### config.mk
export PLATFORM = sky130hd
export DESIGN_NAME = scr_config_slave
export DESIGN_NICKNAME = d
export VERILOG_FILES = /design/src/rtl/scr_pkg.sv /design/src/rtl/scr_config_slave.sv
export VERILOG_INCLUDE_DIRS = /design/src /design/src/rtl
export SDC_FILE = /design/constraint.sdc
export NUM_CORES = 1
export LEC_CHECK = 0
export ABC_AREA = 1
export BUFFER_PORTS_ARGS = -buffer_cell sky130_fd_sc_hd__clkbuf_2
export CAP_MARGIN = 10
export CORE_MARGIN = 10
export CORE_UTILIZATION = 55
export CTS_CLUSTER_DIAMETER = 30
export CTS_CLUSTER_SIZE = 30
export DETAILED_ROUTE_END_ITERATION = 7
export PLACE_DENSITY = 0.72
export RECOVER_POWER = 100
export SLEW_MARGIN = 20
export SYNTH_ARGS = -nofsm -noshare
export SYNTH_HDL_FRONTEND = slang
export SYNTH_HIERARCHICAL = 1
export SYNTH_SLANG_ARGS = --single-unit
### constraint.sdc
create_clock -name mclk_in -period 3.41 [get_ports mclk_in]
set_input_delay 0.1705 -clock mclk_in [delete_from_list [all_inputs] [get_ports mclk_in]]
set_output_delay 0.1705 -clock mclk_in [all_outputs]
set_load 0.02 [all_outputs]
### src/rtl/scr_map.svh
// Register offsets, bus constants and power-up values for the config slave.
`ifndef SCR_MAP_SVH
`define SCR_MAP_SVH

// Fixed 7-bit slave address, binary 1101001.
`define SCR_SLAVE_ADDR      7'h69
// Command byte: bit that selects single-byte access.
`define SCR_CMD_SINGLE_BIT  7
// Number of bits in one serial byte.
`define SCR_BYTE_BITS       4'h8
// Last bit index inside a byte while shifting out.
`define SCR_LAST_BIT        4'h7

// Register byte offsets.
`define SCR_IDENTITY_REVISION         7'h00
`define SCR_LOOP1_REF_DIV_LOW         7'h01
`define SCR_LOOP1_FB_DIV_LOW          7'h02
`define SCR_BYPASS_MUX_LOOP1_FB_HIGH  7'h03
`define SCR_LOOP2_REF_DIV_LOW         7'h04
`define SCR_LOOP2_FB_DIV_LOW          7'h05
`define SCR_VCO_RANGE_LOOP2_DIV_HIGH  7'h06
`define SCR_LOOP3_REF_DIV_LOW         7'h07
`define SCR_LOOP3_FB_DIV_LOW          7'h08

// Power-up values of the writable bytes.
`define SCR_DEF_LOOP1_REF_DIV_LOW         8'h01
`define SCR_DEF_LOOP1_FB_DIV_LOW          8'h01
`define SCR_DEF_BYPASS_MUX_LOOP1_FB_HIGH  8'h00
`define SCR_DEF_LOOP2_REF_DIV_LOW         8'h01
`define SCR_DEF_LOOP2_FB_DIV_LOW          8'h01
`define SCR_DEF_VCO_RANGE_LOOP2_DIV_HIGH  8'h00
`define SCR_DEF_LOOP3_REF_DIV_LOW         8'h01
`define SCR_DEF_LOOP3_FB_DIV_LOW          8'h01

// Value a block read returns in place of the identity byte.
`define SCR_BLOCK_ID_FILL  8'h00

`endif

### src/rtl/scr_pkg.sv
// Types shared by the configuration slave and its write queue.
package scr_pkg;

  // One-hot serial protocol states.
  typedef enum logic [8:0] {
    SCR_IDLE  = 9'h001,
    SCR_ADDR  = 9'h002,
    SCR_AACK  = 9'h004,
    SCR_CMD   = 9'h008,
    SCR_CACK  = 9'h010,
    SCR_WDATA = 9'h020,
    SCR_WACK  = 9'h040,
    SCR_RDATA = 9'h080,
    SCR_RACK  = 9'h100
  } scr_state_t;

  // One received register write on its way to the register file.
  typedef struct packed {
    logic [6:0] idx;
    logic [7:0] data;
  } scr_wr_req_t;

  // Decoded configuration fields presented to the synthesizer core.
  typedef struct packed {
    logic [2:0]  bypass_select;   // Loop 1, 2, 3 bypass selects.
    logic [2:0]  vco_range;       // Loop 1, 2, 3 oscillator range.
    logic [7:0]  loop1_ref_div;   // Low eight bits of a 9-bit divider.
    logic [11:0] loop1_fb_div;
    logic [8:0]  loop2_ref_div;
    logic [11:0] loop2_fb_div;
    logic [7:0]  loop3_ref_div;   // Low eight bits of a 9-bit divider.
    logic [7:0]  loop3_fb_div;    // Low eight bits of a 12-bit divider.
  } scr_cfg_t;

endpackage
### src/rtl/scr_config_slave.sv
// Two-wire configuration slave with its write queue and register bytes.
//
// Summary of operation
// Behave as a standard two-wire management bus slave.
// Accept byte write, byte read, block write, read.
// Block bytes ascend from lowest; bits MSB first.
// Host may stop after any complete byte.
// Single-byte access touches only the indexed register.
// Written byte takes effect at acknowledge rising edge; code queues it then, applies it on a later pop.
// Answer only address 1101001; write bit is zero.
// Command bit 7 picks block or single access.
// Command bits 6:0 index single-byte register.
// Host writes only zero into byte zero.
// Registers load defaults at power-up.
// Loop one reference divider low byte in byte 1.
// Loop one feedback divider spans bytes 2 and 3.
// Byte zero readable only by single-byte read.
// Configuration bytes are readable and writable.
// Block transfers start at zero, step by one.
// Ignore and never acknowledge a foreign address.
`timescale 1ns/1ns
`include "scr_map.svh"

// Write queue: parameterised FIFO with valid and ready on both sides.
module scr_fifo #(
  parameter int WIDTH = 15,
  parameter int DEPTH = 32
) (
  input  wire logic             mclk_in,
  input  wire logic             sys_rst_in,
  input  wire logic             in_valid_in,
  output logic                  in_ready_out,
  input  wire logic [WIDTH-1:0] in_data_in,
  output logic                  out_valid_out,
  input  wire logic             out_ready_in,
  output logic      [WIDTH-1:0] out_data_out
);
  localparam int AW = $clog2(DEPTH);
  logic [WIDTH-1:0] mem [0:DEPTH-1];  // Storage words.
  logic [AW:0]      wr_ptr;           // Write pointer with wrap bit.
  logic [AW:0]      rd_ptr;           // Read pointer with wrap bit.
  logic             full;             // Every word holds data.
  logic             empty;            // No word holds data.
  logic             push;             // Word accepted this cycle.
  logic             pop;              // Word delivered this cycle.
  assign full  = (wr_ptr[AW] != rd_ptr[AW]) &&
                 (wr_ptr[AW-1:0] == rd_ptr[AW-1:0]);
  assign empty = (wr_ptr == rd_ptr);
  assign push  = in_valid_in && !full;
  assign pop   = out_ready_in && !empty;
  assign in_ready_out  = !full;
  assign out_valid_out = !empty;
  assign out_data_out  = mem[rd_ptr[AW-1:0]];
  // Storage is not reset; the pointers alone define what is valid.
  always_ff @(posedge mclk_in) begin
    if (push) begin
      mem[wr_ptr[AW-1:0]] <= in_data_in;
    end
  end
  // Pointer advance on each accepted and delivered word.
  always_ff @(posedge mclk_in) begin
    if (sys_rst_in) begin
      wr_ptr <= '0;
      rd_ptr <= '0;
    end else begin
      if (push) begin
        wr_ptr <= wr_ptr + 1'b1;
      end
      if (pop) begin
        rd_ptr <= rd_ptr + 1'b1;
      end
    end
  end
endmodule // scr_fifo

// Serial slave, register bytes and decoded configuration outputs.
module scr_config_slave import scr_pkg::*; #(
  parameter logic [7:0] IDENTITY   = 8'h5A,  // Arbitrary identity value.
  parameter int         FIFO_DEPTH = 32
) (
  input  wire logic     mclk_in,
  input  wire logic     sys_rst_in,
  input  wire logic     serial_clock_pin_in,
  input  wire logic     serial_data_pin_in,
  output logic          serial_data_pin_out,
  output logic          serial_data_pin_oe_out,
  input  wire logic     apply_stall_in,
  output logic          queue_ready_out,
  output scr_cfg_t      cfg_out
);
  localparam int REQ_W = $bits(scr_wr_req_t);
  localparam int NREG  = 8;
  // Packed power-up image of bytes 1 through 8.
  localparam logic [8*NREG-1:0] DEF_VEC = {
    `SCR_DEF_LOOP3_FB_DIV_LOW,         `SCR_DEF_LOOP3_REF_DIV_LOW,
    `SCR_DEF_VCO_RANGE_LOOP2_DIV_HIGH, `SCR_DEF_LOOP2_FB_DIV_LOW,
    `SCR_DEF_LOOP2_REF_DIV_LOW,        `SCR_DEF_BYPASS_MUX_LOOP1_FB_HIGH,
    `SCR_DEF_LOOP1_FB_DIV_LOW,         `SCR_DEF_LOOP1_REF_DIV_LOW};
  logic        scl_s1;          // Clock pin, first sync stage.
  logic        scl_s2;          // Clock pin, second sync stage.
  logic        scl_d;           // Clock pin, delayed for edges.
  logic        sda_s1;          // Data pin, first sync stage.
  logic        sda_s2;          // Data pin, second sync stage.
  logic        sda_d;           // Data pin, delayed for edges.
  logic        scl_rise;        // Serial clock rising edge.
  logic        scl_fall;        // Serial clock falling edge.
  logic        start_ev;        // Start or repeated start seen.
  logic        stop_ev;         // Stop seen.
  logic        byte_done;       // Eighth bit has been clocked in.
  logic [7:0]  next_shift_in;   // Shift register with new bit.
  scr_state_t  state;           // Protocol state.
  logic [3:0]  bit_cnt;         // Bits seen in this byte.
  logic [7:0]  shift;           // Serial shift register.
  logic [6:0]  idx;             // Current register index.
  logic        single_mode;     // Command selected single-byte access.
  logic        rd_mode;         // Address phase asked for a read.
  logic        single_done;     // Single-byte write already stored.
  logic        drive_low;       // Pull the data line low.
  logic        wr_accept;       // This write byte will be acknowledged.
  logic        push;            // Queue a received byte.
  logic        q_ready;         // Queue has room.
  logic        q_valid;         // Queue holds a byte to apply.
  logic        pop;             // Byte applied this cycle.
  scr_wr_req_t push_req;        // Byte entering the queue.
  scr_wr_req_t pop_req;         // Byte leaving the queue.
  logic        in_map;          // Index falls on a writable byte.
  logic [7:0]  rd_byte;         // Byte to shift out at the index.
  logic [7:0]  cfg_regs [1:NREG];  // Writable register bytes.

  // Two-stage synchronisers, then a third stage for edge detection.
  always_ff @(posedge mclk_in) begin
    if (sys_rst_in) begin
      scl_s1 <= 1'b1;
      scl_s2 <= 1'b1;
      scl_d  <= 1'b1;
      sda_s1 <= 1'b1;
      sda_s2 <= 1'b1;
      sda_d  <= 1'b1;
    end else begin
      scl_s1 <= serial_clock_pin_in;
      scl_s2 <= scl_s1;
      scl_d  <= scl_s2;
      sda_s1 <= serial_data_pin_in;
      sda_s2 <= sda_s1;
      sda_d  <= sda_s2;
    end
  end

  // Line events; data edges while the clock stays high frame a transfer.
  assign scl_rise  = scl_s2 && !scl_d;
  assign scl_fall  = !scl_s2 && scl_d;
  assign start_ev  = scl_s2 && scl_d && sda_d && !sda_s2;
  assign stop_ev   = scl_s2 && scl_d && !sda_d && sda_s2;
  assign byte_done = scl_fall && (bit_cnt == `SCR_BYTE_BITS);
  assign next_shift_in = {shift[6:0], sda_s2};
  // Byte zero reads as identity only on a single-byte read.
  assign in_map  = (idx != `SCR_IDENTITY_REVISION) &&
                   (idx <= `SCR_LOOP3_FB_DIV_LOW);
  assign rd_byte = (idx == `SCR_IDENTITY_REVISION) ?
                   (single_mode ? IDENTITY : `SCR_BLOCK_ID_FILL) :
                   (in_map ? cfg_regs[idx[3:0]] : 8'h00);
  // A full queue or a second single-byte write is refused with no ack.
  assign wr_accept = q_ready && !(single_mode && single_done);
  // Store at the rising clock edge of the acknowledge bit.
  assign push      = (state == SCR_WACK) && scl_rise && drive_low;
  assign push_req  = '{idx: idx, data: shift};
  // Serial protocol engine; the line changes only after a clock fall.
  always_ff @(posedge mclk_in) begin
    if (sys_rst_in) begin
      state       <= SCR_IDLE;
      bit_cnt     <= 4'h0;
      shift       <= 8'h00;
      idx         <= 7'h00;
      single_mode <= 1'b0;
      rd_mode     <= 1'b0;
      single_done <= 1'b0;
      drive_low   <= 1'b0;
    end else if (stop_ev) begin
      // Completed bytes are already queued, so a stop loses nothing.
      state     <= SCR_IDLE;
      drive_low <= 1'b0;
    end else if (start_ev) begin
      // Index and mode survive a repeated start for the read phase.
      state     <= SCR_ADDR;
      bit_cnt   <= 4'h0;
      drive_low <= 1'b0;
    end else begin
      case (state)
        SCR_ADDR: begin
          if (scl_rise) begin
            shift   <= next_shift_in;
            bit_cnt <= bit_cnt + 4'h1;
          end else if (byte_done) begin
            if (shift[7:1] == `SCR_SLAVE_ADDR) begin
              state     <= SCR_AACK;
              drive_low <= 1'b1;
              rd_mode   <= shift[0];
            end else begin
              state <= SCR_IDLE;
            end
          end
        end
        SCR_AACK: begin
          if (scl_fall) begin
            bit_cnt <= 4'h0;
            if (rd_mode) begin
              state     <= SCR_RDATA;
              shift     <= rd_byte;
              drive_low <= !rd_byte[7];
            end else begin
              state     <= SCR_CMD;
              drive_low <= 1'b0;
            end
          end
        end
        SCR_CMD: begin
          if (scl_rise) begin
            shift   <= next_shift_in;
            bit_cnt <= bit_cnt + 4'h1;
          end else if (byte_done) begin
            state       <= SCR_CACK;
            drive_low   <= 1'b1;
            single_done <= 1'b0;
            single_mode <= shift[`SCR_CMD_SINGLE_BIT];
            if (shift[`SCR_CMD_SINGLE_BIT]) begin
              idx <= shift[6:0];
            end else begin
              idx <= 7'h00;
            end
          end
        end
        SCR_CACK: begin
          if (scl_fall) begin
            state     <= SCR_WDATA;
            bit_cnt   <= 4'h0;
            drive_low <= 1'b0;
          end
        end
        SCR_WDATA: begin
          if (scl_rise) begin
            shift   <= next_shift_in;
            bit_cnt <= bit_cnt + 4'h1;
          end else if (byte_done) begin
            state     <= SCR_WACK;
            drive_low <= wr_accept;
          end
        end
        SCR_WACK: begin
          if (push) begin
            idx         <= idx + 7'h01;
            single_done <= single_mode;
          end
          if (scl_fall) begin
            state     <= SCR_WDATA;
            bit_cnt   <= 4'h0;
            drive_low <= 1'b0;
          end
        end
        SCR_RDATA: begin
          if (scl_fall) begin
            if (bit_cnt == `SCR_LAST_BIT) begin
              state     <= SCR_RACK;
              bit_cnt   <= 4'h0;
              drive_low <= 1'b0;
            end else begin
              shift     <= {shift[6:0], 1'b0};
              drive_low <= !shift[6];
              bit_cnt   <= bit_cnt + 4'h1;
            end
          end
        end
        SCR_RACK: begin
          if (scl_rise) begin
            if (sda_s2) begin
              state <= SCR_IDLE;
            end else if (!single_mode) begin
              idx <= idx + 7'h01;
            end
          end else if (scl_fall) begin
            state     <= SCR_RDATA;
            shift     <= rd_byte;
            drive_low <= !rd_byte[7];
          end
        end
        SCR_IDLE: begin
          drive_low <= 1'b0;
        end
        default: begin
          state     <= SCR_IDLE;
          drive_low <= 1'b0;
        end
      endcase
    end
  end
  // Open-drain data pin: the level driven is always low.
  assign serial_data_pin_out    = 1'b0;
  assign serial_data_pin_oe_out = drive_low;
  assign queue_ready_out        = q_ready;
  // Queue between the serial side and the register bytes.
  scr_fifo #(
    .WIDTH (REQ_W),
    .DEPTH (FIFO_DEPTH)
  ) u_queue (
    .mclk_in       (mclk_in),
    .sys_rst_in    (sys_rst_in),
    .in_valid_in   (push),
    .in_ready_out  (q_ready),
    .in_data_in    (push_req),
    .out_valid_out (q_valid),
    .out_ready_in  (!apply_stall_in),
    .out_data_out  (pop_req)
  );
  // A stall holds bytes in the queue; new writes are nacked once full.
  assign pop = q_valid && !apply_stall_in;
  // One writable byte per index; byte zero has no storage to write.
  for (genvar i = 1; i <= NREG; i++) begin : g_reg
    always_ff @(posedge mclk_in) begin
      if (sys_rst_in) begin
        cfg_regs[i] <= DEF_VEC[i*8-8 +: 8];
      end else if (pop && (pop_req.idx == 7'(i))) begin
        cfg_regs[i] <= pop_req.data;
      end
    end
  end
  // Field map of the register bytes onto the core controls.
  assign cfg_out.bypass_select = cfg_regs[3][7:5];
  assign cfg_out.vco_range     = cfg_regs[6][7:5];
  assign cfg_out.loop1_ref_div = cfg_regs[1];
  assign cfg_out.loop1_fb_div  = {cfg_regs[3][3:0], cfg_regs[2]};
  assign cfg_out.loop2_ref_div = {cfg_regs[6][0], cfg_regs[4]};
  assign cfg_out.loop2_fb_div  = {cfg_regs[6][4:1], cfg_regs[5]};
  assign cfg_out.loop3_ref_div = cfg_regs[7];
  assign cfg_out.loop3_fb_div  = cfg_regs[8];
endmodule // scr_config_slave

### Word level (Yosys, flattened, before mapping)

Memory sizes are Yosys's and may differ from the RTL's. A register that Yosys moved wholly into a read port is not among the register bits.
Cells that the tools add are included.

| operators by class | value |
|---|---|
| add/sub/neg operators | 4 |
| order comparisons | 1 |
| equal/unequal tests | 60 |
| multiplexer cells | 101 |
| bitwise operators | 12 |
| reductions and logical operators | 54 |

Operator list:

| operator | count |
|---|---|
| $mux 8 | 18 |
| $mux 9 | 13 |
| $pmux 9 s8 | 1 |
| $mux 7 | 8 |
| $mux 1 | 45 |
| $ne 2x2->1 const B | 18 |
| $ne 3x3->1 const B | 11 |
| $pmux 8 s4 | 1 |
| $eq 7x3->1 const B | 4 |
| $mux 4 | 7 |
| $reduce_and 13->1 | 2 |
| $logic_and 1x1->1 | 24 |
| $pmux 7 s3 | 1 |
| $eq 7x2->1 const B | 2 |
| $add 6x1->6 const B | 2 |
| $pmux 4 s3 | 1 |
| $reduce_and 12->1 | 1 |
| $reduce_and 6->1 | 2 |
| $logic_not 1->1 | 10 |
| $mux 5 | 2 |
| $reduce_and 10->1 | 1 |
| $reduce_and 5->1 | 2 |
| $eq 9x1->1 const B | 1 |
| $eq 9x2->1 const B | 1 |
| other kinds (35) | 54 |

| storage, ports and cells | value |
|---|---|
| register bits after elaboration | 50 |
| bits in writable memories | 544 |
| input bits | 5 |
| output and inout port bits | 66 |
| memories | 2 |

Memories:

| name | words | width | read ports | clocked after memory_dff | write ports | line | text |
|---|---|---|---|---|---|---|---|
| u_queue.mem | 32 | 15 | 1 | 1 | 1 | scr_config_slave.sv:39 | `logic [WIDTH-1:0] mem [0:DEPTH-1];` |
| cfg_regs | 8 | 8 | 9 | 1 | 8 | scr_config_slave.sv:128 | `logic [7:0] cfg_regs [1:NREG];` |

### Logic depth before layout (Yosys ltp)

Gate-level depths: netlist (run 1).

| depth | value |
|---|---|
| depth after elaboration | 8 |
| depth in mapped cells | 17 |
| depth with buffers taken out | 14 |

### By module

The synthesis (run 1) kept the hierarchy.

By module, submodules not included:

| module | instances | cells an instance | area each (sq um) | sequential area each (sq um) |
|---|---|---|---|---|
| scr_fifo | 1 | 1,758 | 20,383.3 | 14,754.2 |
| scr_config_slave | 1 | 715 | 5,635.4 | 2,762.6 |

### Worst setup path after synthesis (run 1)

No wires, ideal clock.

| timing path | value |
|---|---|
| kind | reg-to-reg |
| from | register scl_d |
| to | memory u_queue.mem[24][0] (enable) |
| arrival time | 2.495 ns |
| slack | 0.509 ns |
| stages on the path, launching flop included | 9 |
| path buffers | 2 |
| cells stage by stage | dfxtp_1 -> inv_1 -> ha_1 -> clkbuf_1 -> nand2_1 -> nor2_1 -> nand2_2 -> buf_6 -> nor3_1 |

| between the ends | value |
|---|---|
| cells in the longest elaborated chain, start to end | 7 |

Ends and longest elaborated chain:

| item | line | text |
|---|---|---|
| start: declaration | scr_config_slave.sv:101 | `logic scl_d;` |
| start signal: assignment | scr_config_slave.sv:142 | `scl_d <= scl_s2;` |
| $logic_not 1->1 | scr_config_slave.sv:150 | `assign scl_rise = scl_s2 && !scl_d;` |
| $logic_and 1x1->1 | scr_config_slave.sv:150 |  |
| $logic_and 1x1->1 (2 in series) | scr_config_slave.sv:165 | `assign push = (state == SCR_WACK) && scl_rise && drive_low;` |
| via push | scr_config_slave.sv:120 | `logic push;` |
| $logic_and 1x1->1 | scr_config_slave.sv:49 | `assign push = in_valid_in && !full;` |
| $mux 1 | scr_config_slave.sv:56 | `if (push) begin` |
| $mux 1 (not written as such) | scr_config_slave.sv:57 | `mem[wr_ptr[AW-1:0]] <= in_data_in;` |
| end: declaration | scr_config_slave.sv:39 |  |

The timed path passes the listed nets, and every way through them passes these cells.

==> results of run 1 <==
## report_power, final
group | total [µW] | internal (µW) | switching [µW] | leakage (µW)
clock network | 10800 | 6910 | 3860 | 0.00179
registers | 8730 | 8510 | 221 | 0.00565
logic | 2420 | 585 | 1830 | 0.00426
total | 21900 | 16000 | 5910 | 0.0117
## state kept, by name (all words and copies together) (netlist names), named ones only
register,count
single_done,1
scl_s2,1
scl_d,1
rd_mode,1
scl_s1,1
shift,8
u_queue/rd_ptr,6
serial_data_pin_oe_out,1
u_queue/wr_ptr,6
u_queue/mem,480
bit_cnt,4
idx,7
single_mode,1
sda_s1,1
state,9
cfg_regs,64
sda_d,1
sda_s2,1
## critical path, delay by kind of cell (launching register included)
family	cells	cell delay [ps]
and+or+nand+nor	10	1710
buffers and inverters	4	790
DFF	1	370
## logic make-up (layout without fill, tap and decap cells)
family	Yosys count	after routing
simple gates	1534	1534
flops	603	603
buf+inv	236	469
compound gates	78	78
fa+ha+maj	12	12
xor+xnor	9	9
other cells	1	1
## final timing paths
check                  start                end  cells past startpoint
setup / recovery   flip-flop     cfg_regs[2][6]                     14
hold / removal    sys_rst_in  u_queue/wr_ptr[4]                      3
setup reg to reg   flip-flop     cfg_regs[2][6]                     14
hold reg to reg       scl_s1             scl_s2                      1
## through the flow
step	hold WS [ps]	total power, µW	setup WS, ps	utilization	instances
final	38.8	21900	206	0.656	3313
after floorplan	240	10400	509	-	2473
after CTS	12.2	22100	259	0.665	3313
after detailed placement	358	11300	277	0.584	3103
after global routing	53.0	22600	15.4	0.656	3313
after global placement	353	11200	358	0.584	3103
## per-layer routing
metal  part of all wire  routed length (µm)
met4              0.031                2180
met5                  0                   0
met2               0.49               34500
met1               0.39               27600
met3              0.087                6160
## what timing repair did
item	in CTS	in global routing
hold endpoints to repair	3	0
setup endpoints to repair	0	4
resized for setup	0	1
hold buffers	3	0
## cell type report
| cell class | count | area, µm² |
|---|---|---|
| clock buffer | 121 | 2840 |
| clock inverter | 86 | 918 |
| multi-input combinational | 1634 | 7270 |
| sequential | 603 | 17500 |
| fill | 3543 | 16000 |
| inverter | 103 | 394 |
| tap | 607 | 759 |
| timing repair buffer | 159 | 910 |
## cells in the mapped netlist
cell      instances
dfxtp_1          59
inv_6             1
buf_4            31
xor2_1            6
nor3_1           43
nand3b_1          1
nor2_4            8
nor3b_1           1
or3_1             1
clkinv_1          6
a31oi_1           4
or2_2             5
inv_2             8
o21ai_1           2
inv_1            88
a211oi_1          1
a21oi_1          28
conb_1            1
nand4_4           1
buf_6            10
buf_1            11
a21boi_0          6
nand2_1         785
nand3_4           2
nand3_1         469
o21ai_0          21
a21oi_2           1
nand2_4           1
nand4_1           4
buf_2            56
o31ai_1           1
nand4_2           2
edfxtp_1        544
nand2_2          10
clkbuf_1         25
o22ai_1           6
nor2_1          174
nor2_2            8
o21ai_2           1
o211ai_1          7
xnor2_1           3
nand3_2           4
and2_1           15
ha_1             12
## layout by cell type (no fill, tap or decap), drive strengths merged
master       instances
nand2              796
edfxtp             544
nand3              475
clkbuf             234
nor2               190
inv                119
dfxtp               59
nor3                43
buf                 43
clkinv              43
a21oi               29
o21ai               24
clkinvlp            16
and2                15
ha                  12
bufinv              11
o211ai               7
nand4                7
o22ai                6
a21boi               6
xor2                 6
or2                  5
a31oi                4
xnor2                3
dlygate4sd3          3
or3                  1
nor3b                1
o31ai                1
a211oi               1
conb                 1
nand3b               1
==> impl_metrics.tcl, run 1 <==
set metrics [dict create \
    portBuffers 69 \
    io_pins 71 \
    outcome "finished with violations" \
    layout.nets 2628 \
    slowest_stage "nor3_1" \
    num_antenna_cells 0 \
    tightest_slew_ps 2210 \
    tns_ps 0 \
    vdd_drop_max_v 0.000460 \
    clk_latency_ps 660 \
    postSynthCellCount 2473 \
    dp_hpwl_mm 43.0 \
    grt_pass1_wl_mm 108 \
    seq_area_frac_synth 0.673 \
    core-area_um2 46700 \
    synthSimpleGateAreaFrac 0.256 \
    antenna_found_initial 0 \
    use_met1 0.323 \
    path_clk_slew_ps 50 \
    period_share 0.940 \
    relSlewSlack -0.475 \
    grt_overflow 0 \
    synth-compound-area-share 0.0172 \
    rrSetupSlack_ps 210 \
    syn_area_um2 26000 \
    power_density_nw_per_um2 716 \
    synth_top_family_by_area "simple AND/OR/NAND/NOR gates" \
    cp-start-kind "flip-flop" \
    wl_per_cell_um 21.3 \
    grt-busiest-layer "met2" \
    hp-class "input port to flip-flop" \
    yosysTopAreaCell "edfxtp_1" \
    synthAdderAreaFrac 0.00577 \
    arrival_ps 3520 \
    drt-vias-per-instance 5.81 \
    cap_violations 7 \
    drc 0 \
    synth.area.top_cells "edfxtp_1 (63%), nand2_1 (11%), nand3_1 (9.0%)" \
    clock_sinks 603 \
    avgSynthCellArea_um2 10.5 \
    cts_buffer_depth 3 \
    dr.pass1.iters 8 \
    die_w_um 238 \
    yosysWarnings 6 \
    area_delta_synth_final_pct 17.7 \
    p_leak_uw 0.0117 \
    drive_gt1_frac 0.113 \
    chipHeight_um 238 \
    numCtsBuffers 110 \
    critPathKind "flip-flop to flip-flop" \
    synth_cell_types 44 \
    post_cts_buffers 0 \
    crit_fanout 37 \
    rsz0062_at_grt "no" \
    worstPathRequired_ps 3730 \
    fp.dieArea_um2 56400 \
    synth.mux.area_fraction 0 \
    cts_tree "built" \
    met2_usage 0.404 \
    cts.root.buffer_cell "clkbuf_16" \
    violations "max-capacitance violations, max-slew violations" \
    vias 19259 \
    report.final.slew_viol_count 245 \
    wl_mm 70.5 \
    initial_core_util 0.558 \
    final_antenna_net_count 0 \
    num_rows 79 \
    ys_ff_latch 603 \
    grt_pass1_vias 18647 \
    setup_viol 0 \
    max_stage_delay_ps 450 \
    drtIter0Drc 2295 \
    path_common_cell "nand2_1" \
    met3_usage 0.0459 \
    endpoint_kind "flip-flop" \
    place_area_um2 27200 \
    grt_use_total 0.246 \
    max_freq_ghz 0.312 \
    timing.critical_path.cells "inv_6 > buf_12 > buf_4 > nand2_1 > nand3_1 > nand3_1 > nand2_1 > nand2_1 > nand3_1 > and2_1 > inv_1 > nor3_1 > nand2_1 > nand2_1" \
    gp_congestion 0.911 \
    fin_crit_ps 3200 \
    synth-xor-area-share 0.00303 \
    synth_top_area_frac 0.628 \
    stdcell_area_um2 30600 \
    clock-skew-final_ps 47.0 \
    h-tree-depth 3 \
    hold_viol_final 0 \
    grt_max_degree 99 \
    synth_nets 2490 \
]
Power figures use the tool's default switching activity.
==> inputs of run 2 (changes only) <==
Settings changed: CORE_MARGIN 10 to 2.
Clock period 3.41 ns to 3.2 ns, I/O delays scaled along.
==> run 2 against run 1 <==
Effect of this change:
- the run still ends with max-capacitance violations, max-slew violations left
- clock power grew 6%
- global-route usage up 3.9 points
- sequential power is 6.2% higher
- cell area grew 0.94%
- first-iteration DRC count fell by 10%
- critical path depth decreased by 1
- fmax is 4.8% higher
- via count down 0.25%
- core utilization rose by 0.62 points
- die area decreased by 13%
- hold slack got worse by 19 ps
- largest power group unchanged
- highest routed layer unchanged
==> impl_metrics.tcl, run 2 (synthesized netlist as in run 1, its figures left out) <==
set metrics [dict create \
    portBuffers 69 \
    initial_core_util 0.558 \
    final_common_cell "nand2_1" \
    fin_hold_ws_ps 19.8 \
    gp_congestion 0.896 \
    cp-start-kind "flip-flop" \
    final_antenna_net_count 0 \
    endpoint_kind "flip-flop" \
    crit_fanout 22 \
    grt_pass1_vias 18663 \
    dp_hpwl_mm 43.3 \
    hold_viol_final 0 \
    drtIter0Drc 2057 \
    die_w_um 222 \
    antenna_found_initial 0 \
    worstPathRequired_ps 3500 \
    cts_buffer_depth 3 \
    hp-class "input port to flip-flop" \
    dp_cells 3124 \
    place_area_um2 27400 \
    cts_tree "built" \
    max_freq_ghz 0.327 \
    cap_violations 10 \
    power_density_nw_per_um2 760 \
    p_leak_uw 0.0118 \
    chipHeight_um 222 \
    drc 0 \
    fillers 3466 \
    wl_per_cell_um 21.0 \
    vias 19211 \
    holdCritStartpoint "sys_rst_in" \
    drt-vias-per-instance 5.76 \
    num_antenna_cells 0 \
    critPathKind "flip-flop to flip-flop" \
    layout.cells.non_filler 3335 \
    num_rows 79 \
    grt_overflow 0 \
    clk_latency_ps 650 \
    arrival_ps 3360 \
    path_clk_slew_ps 50 \
    report.final.slew_viol_count 342 \
    core-area_um2 46700 \
    clock-skew-final_ps 26.6 \
    multi_input_area_um2 7320 \
    grt_use_total 0.285 \
    wl_mm 70.0 \
    area_delta_synth_final_pct 18.8 \
    h-tree-depth 3 \
    clock_sinks 603 \
    violations "max-capacitance violations, max-slew violations" \
    dr.pass1.iters 6 \
    vdd_drop_max_v 0.000549 \
    cts.root.buffer_cell "clkbuf_16" \
    layout_setup_ws_ps 144 \
    reg2regPathDepth 13 \
    post_cts_buffers 0 \
    stdcell_area_um2 30900 \
    outcome "finished with violations" \
    layout.nets 2649 \
    tightest_slew_ps 2240 \
    ff_latch_area_um2 17500 \
    hold-path-cell-count 3 \
    fin_crit_ps 3060 \
    setup_viol 0 \
    drive_gt1_frac 0.126 \
    io_pins 71 \
    period_share 0.955 \
    grt_max_degree 95 \
    relSlewSlack -0.496 \
    final_cell_mix "nand2_1 (785), edfxtp_1 (544), nand3_1 (470), nor2_1 (180), clkbuf_16 (114)" \
    fp.dieArea_um2 49100 \
    numCtsBuffers 110 \
    grt_pass1_wl_mm 107 \
    largest_reg_flops 480 \
    place_ws_ps 110 \
]
==> run 2: changes by cell type in the layout (fill, tap and decap cells not counted), moves of 4 or more <==
cell,before,now
nand2_2,7,11
clkbuf_2,30,14
clkbuf_4,3,22
buf_4,32,49
nor3_1,43,33
nor3_2,0,10
==> run 2: layout make-up <==
type | instances | share of cell area
Clock buffer | 121 | 0.0938
Sequential cell | 603 | 0.567
Clock inverter | 87 | 0.0280
Multi-Input combinational cell | 1634 | 0.237
Tap cell | 607 | 0.0246
Inverter | 103 | 0.0128
Timing Repair Buffer | 180 | 0.0368
==> run 2: worst paths after layout <==
check,endpoint,slack (ps)
max,cfg_regs[8][1],140
min,single_mode,20
max reg2reg,cfg_regs[8][1],140
min reg2reg,scl_s2,400
==> run 2: routing by layer <==
layer / global-route usage / vias up / wire [µm]
li1: - / 8845 / -
met5: 0 / - / 0
met1: 0.375 / 9269 / 27500
met3: 0.0537 / 170 / 6000
met4: 0.127 / 0 / 2460
met2: 0.467 / 927 / 34000
==> run 2: timing repair <==
action / CTS / global route
resized for setup: 0 / 15
hold buffers: 3 / 0
hold endpoints to repair: 6 / 0
endpoints found under the setup margin: 0 / 116
==> run 2: report_power, final <==
part | switching [µW] | leakage [µW] | internal [µW]
Sequential | 191 | 0.00565 | 9080
Clock | 4060 | 0.00180 | 7480
Combinational | 2010 | 0.00439 | 661
Total | 6260 | 0.0118 | 17200
==> run 2: through the flow <==
stage	TNS, ps	utilization	power (µW)
CTS	0	0.669	23600
finish	0	0.662	23500
global placement	0	0.587	12000
floorplan	0	-	11100
global route	-360	0.662	24200
detailed placement	0	0.587	12100
==> run 2: worst max-delay path, cell delays in order (launching register included) <==
cell,delay (ps)
dfxtp_4,410
inv_8,110
buf_4,210
nand2_1,80
nand3_1,80
nand3_1,90
nand2_1,90
nand2_1,80
nand3_1,120
and2_1,160
or3_1,540
nor3_2,200
nand3_1,190
nand2_1,330
==> inputs of run 3 (changes only) <==
Settings changed: ABC_AREA 1 to 0.
==> run 3 against run 2 <==
Effect of this change:
- the flow still finishes with violations (max-capacitance violations, max-slew violations)
- cell area down 1.2%
- core utilization grew 1.1 points
- fmax shrank 0.11%
- sequential power down 7.3%
- worst setup slack worse by 3.3 ps
- combinational power decreased by 85%
- global-route usage shrank 2.0 points
- flip-flop and latch count did not move
- sequential share of layout area grew 0.67 points
- critical path depth up 2
- synthesized area down 2.8%
- power decreased by 14%
- highest routed layer unchanged
==> impl_metrics.tcl, run 3 <==
set metrics [dict create \
    dp_hpwl_mm 37.9 \
    period_share 0.956 \
    layout_setup_ws_ps 141 \
    drive_gt1_frac 0.185 \
    clock-skew-final_ps 23.9 \
    final_cell_mix "edfxtp_1 (544), mux2i_1 (254), clkbuf_16 (115), clkbuf_1 (106), nor2_1 (89)" \
    synth_top_area_frac 0.646 \
    yosysMostFrequentCell "edfxtp_1" \
    wl_mm 63.1 \
    drt-vias-per-instance 6.07 \
    numCtsBuffers 107 \
    stdcell_area_um2 30500 \
    synth_commonest_cells "edfxtp_1 (544), mux2i_1 (256), nor2_1 (91), a22oi_1 (63), and2_1 (63)" \
    endpoint_kind "flip-flop" \
    setup_viol 0 \
    grt_pass1_wl_mm 94.1 \
    grt_pass1_vias 15433 \
    ys_ff_latch 603 \
    fin_hold_ws_ps 137 \
    path_common_cell "buf_4" \
    tightest_slew_ps 2430 \
    worstPathRequired_ps 3700 \
    cp-start-kind "flip-flop" \
    place_ws_ps 174 \
    postSynthCellCount 1666 \
    cts_tree "built" \
    largest_reg_flops 480 \
    hp-class "input port to flip-flop" \
    final_antenna_net_count 0 \
    initial_core_util 0.557 \
    area_delta_synth_final_pct 20.7 \
    fin_crit_ps 3060 \
    cts.root.buffer_cell "clkbuf_16" \
    cap_violations 10 \
    num_rows 78 \
    critPathKind "flip-flop to flip-flop" \
    layout.nets 1920 \
    portBuffers 69 \
    gp_congestion 0.943 \
    outcome "finished with violations" \
    fillers 3048 \
    relSlewSlack -0.619 \
    report.final.slew_viol_count 381 \
    clock_sinks 603 \
    power_density_nw_per_um2 663 \
    final_core_util 0.673 \
    yosysTopAreaCell "edfxtp_1" \
    vias 15750 \
    synth_flop_cell "edfxtp_1" \
    core-area_um2 45400 \
    arrival_ps 3560 \
    finalPower_uw 20200 \
    synth_nets 1683 \
    avgSynthCellArea_um2 15.2 \
    grt_overflow 0 \
    cts_buffer_depth 3 \
    seq_area_frac_synth 0.693 \
    place_area_um2 27200 \
    topRoutingLayerUsed "met4" \
    drt-met1-wl_mm 26.2 \
    dr.pass1.iters 6 \
    path_clk_slew_ps 50 \
    die_w_um 218 \
    grt_max_degree 59 \
    chipHeight_um 218 \
    violations "max-capacitance violations, max-slew violations" \
    hold_viol_final 0 \
    slowest_stage "dfxtp_4" \
    met2_wirelength_mm 30.1 \
    crit_fanout 8 \
    io_pins 71 \
    async_reset_ff_frac 0 \
    grt_use_total 0.265 \
    vdd_drop_max_v 0.000499 \
    p_leak_uw 0.0104 \
    drc 0 \
    met3_wirelength_mm 5.34 \
    syn_area_um2 25300 \
    clk_latency_ps 650 \
    synth_cell_types 88 \
    fp.dieArea_um2 47700 \
    yosysWarnings 6 \
    synth.area.top_cells "edfxtp_1 (65%), mux2i_1 (10%), dfxtp_1 (4.7%)" \
    max_freq_ghz 0.327 \
    drtIter0Drc 1692 \
    max_stage_delay_ps 500 \
    timing.critical_path.cells "clkbuf_16 > mux2i_2 > a22o_1 > nor3_1 > a31oi_1 > nand3_1 > nor4_2 > nand2_1 > nor2_1 > buf_4 > nand3b_1 > buf_4 > nor2_1 > buf_4 > and2_1" \
    h-tree-depth 3 \
    antenna_found_initial 1 \
    final_common_cell "edfxtp_1" \
    synth_enable_flop_cells 544 \
    wl_per_cell_um 24.3 \
]
==> run 3: final cells by class <==
class,instances,area (µm²),area share
diodes,1,2.50,0.0000820
flip-flops and latches,603,17500,0.574
inverters,19,71.3,0.00234
clock inverters,78,807,0.0264
clock buffers,123,2830,0.0928
well taps,600,751,0.0246
multi-input cells,944,7100,0.232
repair buffers,228,1450,0.0475
==> run 3: cells by family after synthesis <==
logic type,count (synthesis),synth area share
simple gates,403,0.0879
mux,267,0.110
other cells,1,0.000148
buf+inv,119,0.0260
compound gates,242,0.0708
xor+xnor,19,0.00688
fa+ha+maj,12,0.00594
flops,603,0.693
==> run 3: worst paths after layout <==
check / start / to / slack, ps / cells after the start
setup / recovery: flip-flop / cfg_regs[6][0] / 140 / 15
hold / removal: apply_stall_in / flip-flop / 140 / 4
setup reg to reg: flip-flop / cfg_regs[6][0] / 140 / 15
hold reg to reg: scl_s1 / scl_s2 / 410 / 1
==> run 3: layer usage <==
| metal | global-route usage | vias to the layer above |
|---|---|---|
| li1 | - | 6962 |
| met1 | 0.377 | 7931 |
| met2 | 0.413 | 750 |
| met3 | 0.0526 | 107 |
| met4 | 0.0880 | 0 |
| met5 | 0 | - |
==> run 3: through the flow <==
step | setup TNS, ps | std cells
final | 0 | 2596
after global routing | -1060 | 2595
after CTS | 0 | 2582
after detailed placement | 0 | 2379
after global placement | 0 | 2379
after floorplan | 0 | 1666
==> run 3: critical path: cells and delay by family (launching register included) <==
family,cells,cell delay (ps)
AOI/OAI and AO/OA,2,400
and+or+nand+nor,8,1070
buffers and inverters,4,700
muxes,1,220
DFF,1,500
==> run 3: where the power goes <==
group          leakage (µW)  total [µW]  internal, µW  switching, µW
sequential          0.00586        8590          8530           54.9
clock               0.00178       11300          7290           3960
combinational       0.00279         401           135            265
==> run 3: timing repair <==
action / in CTS / in global routing
endpoints found under the hold margin: 2 / 0
endpoints found under the setup margin: 0 / 73
setup buffers: 0 / 9
gates resized for setup: 0 / 14
hold buffers: 2 / 0
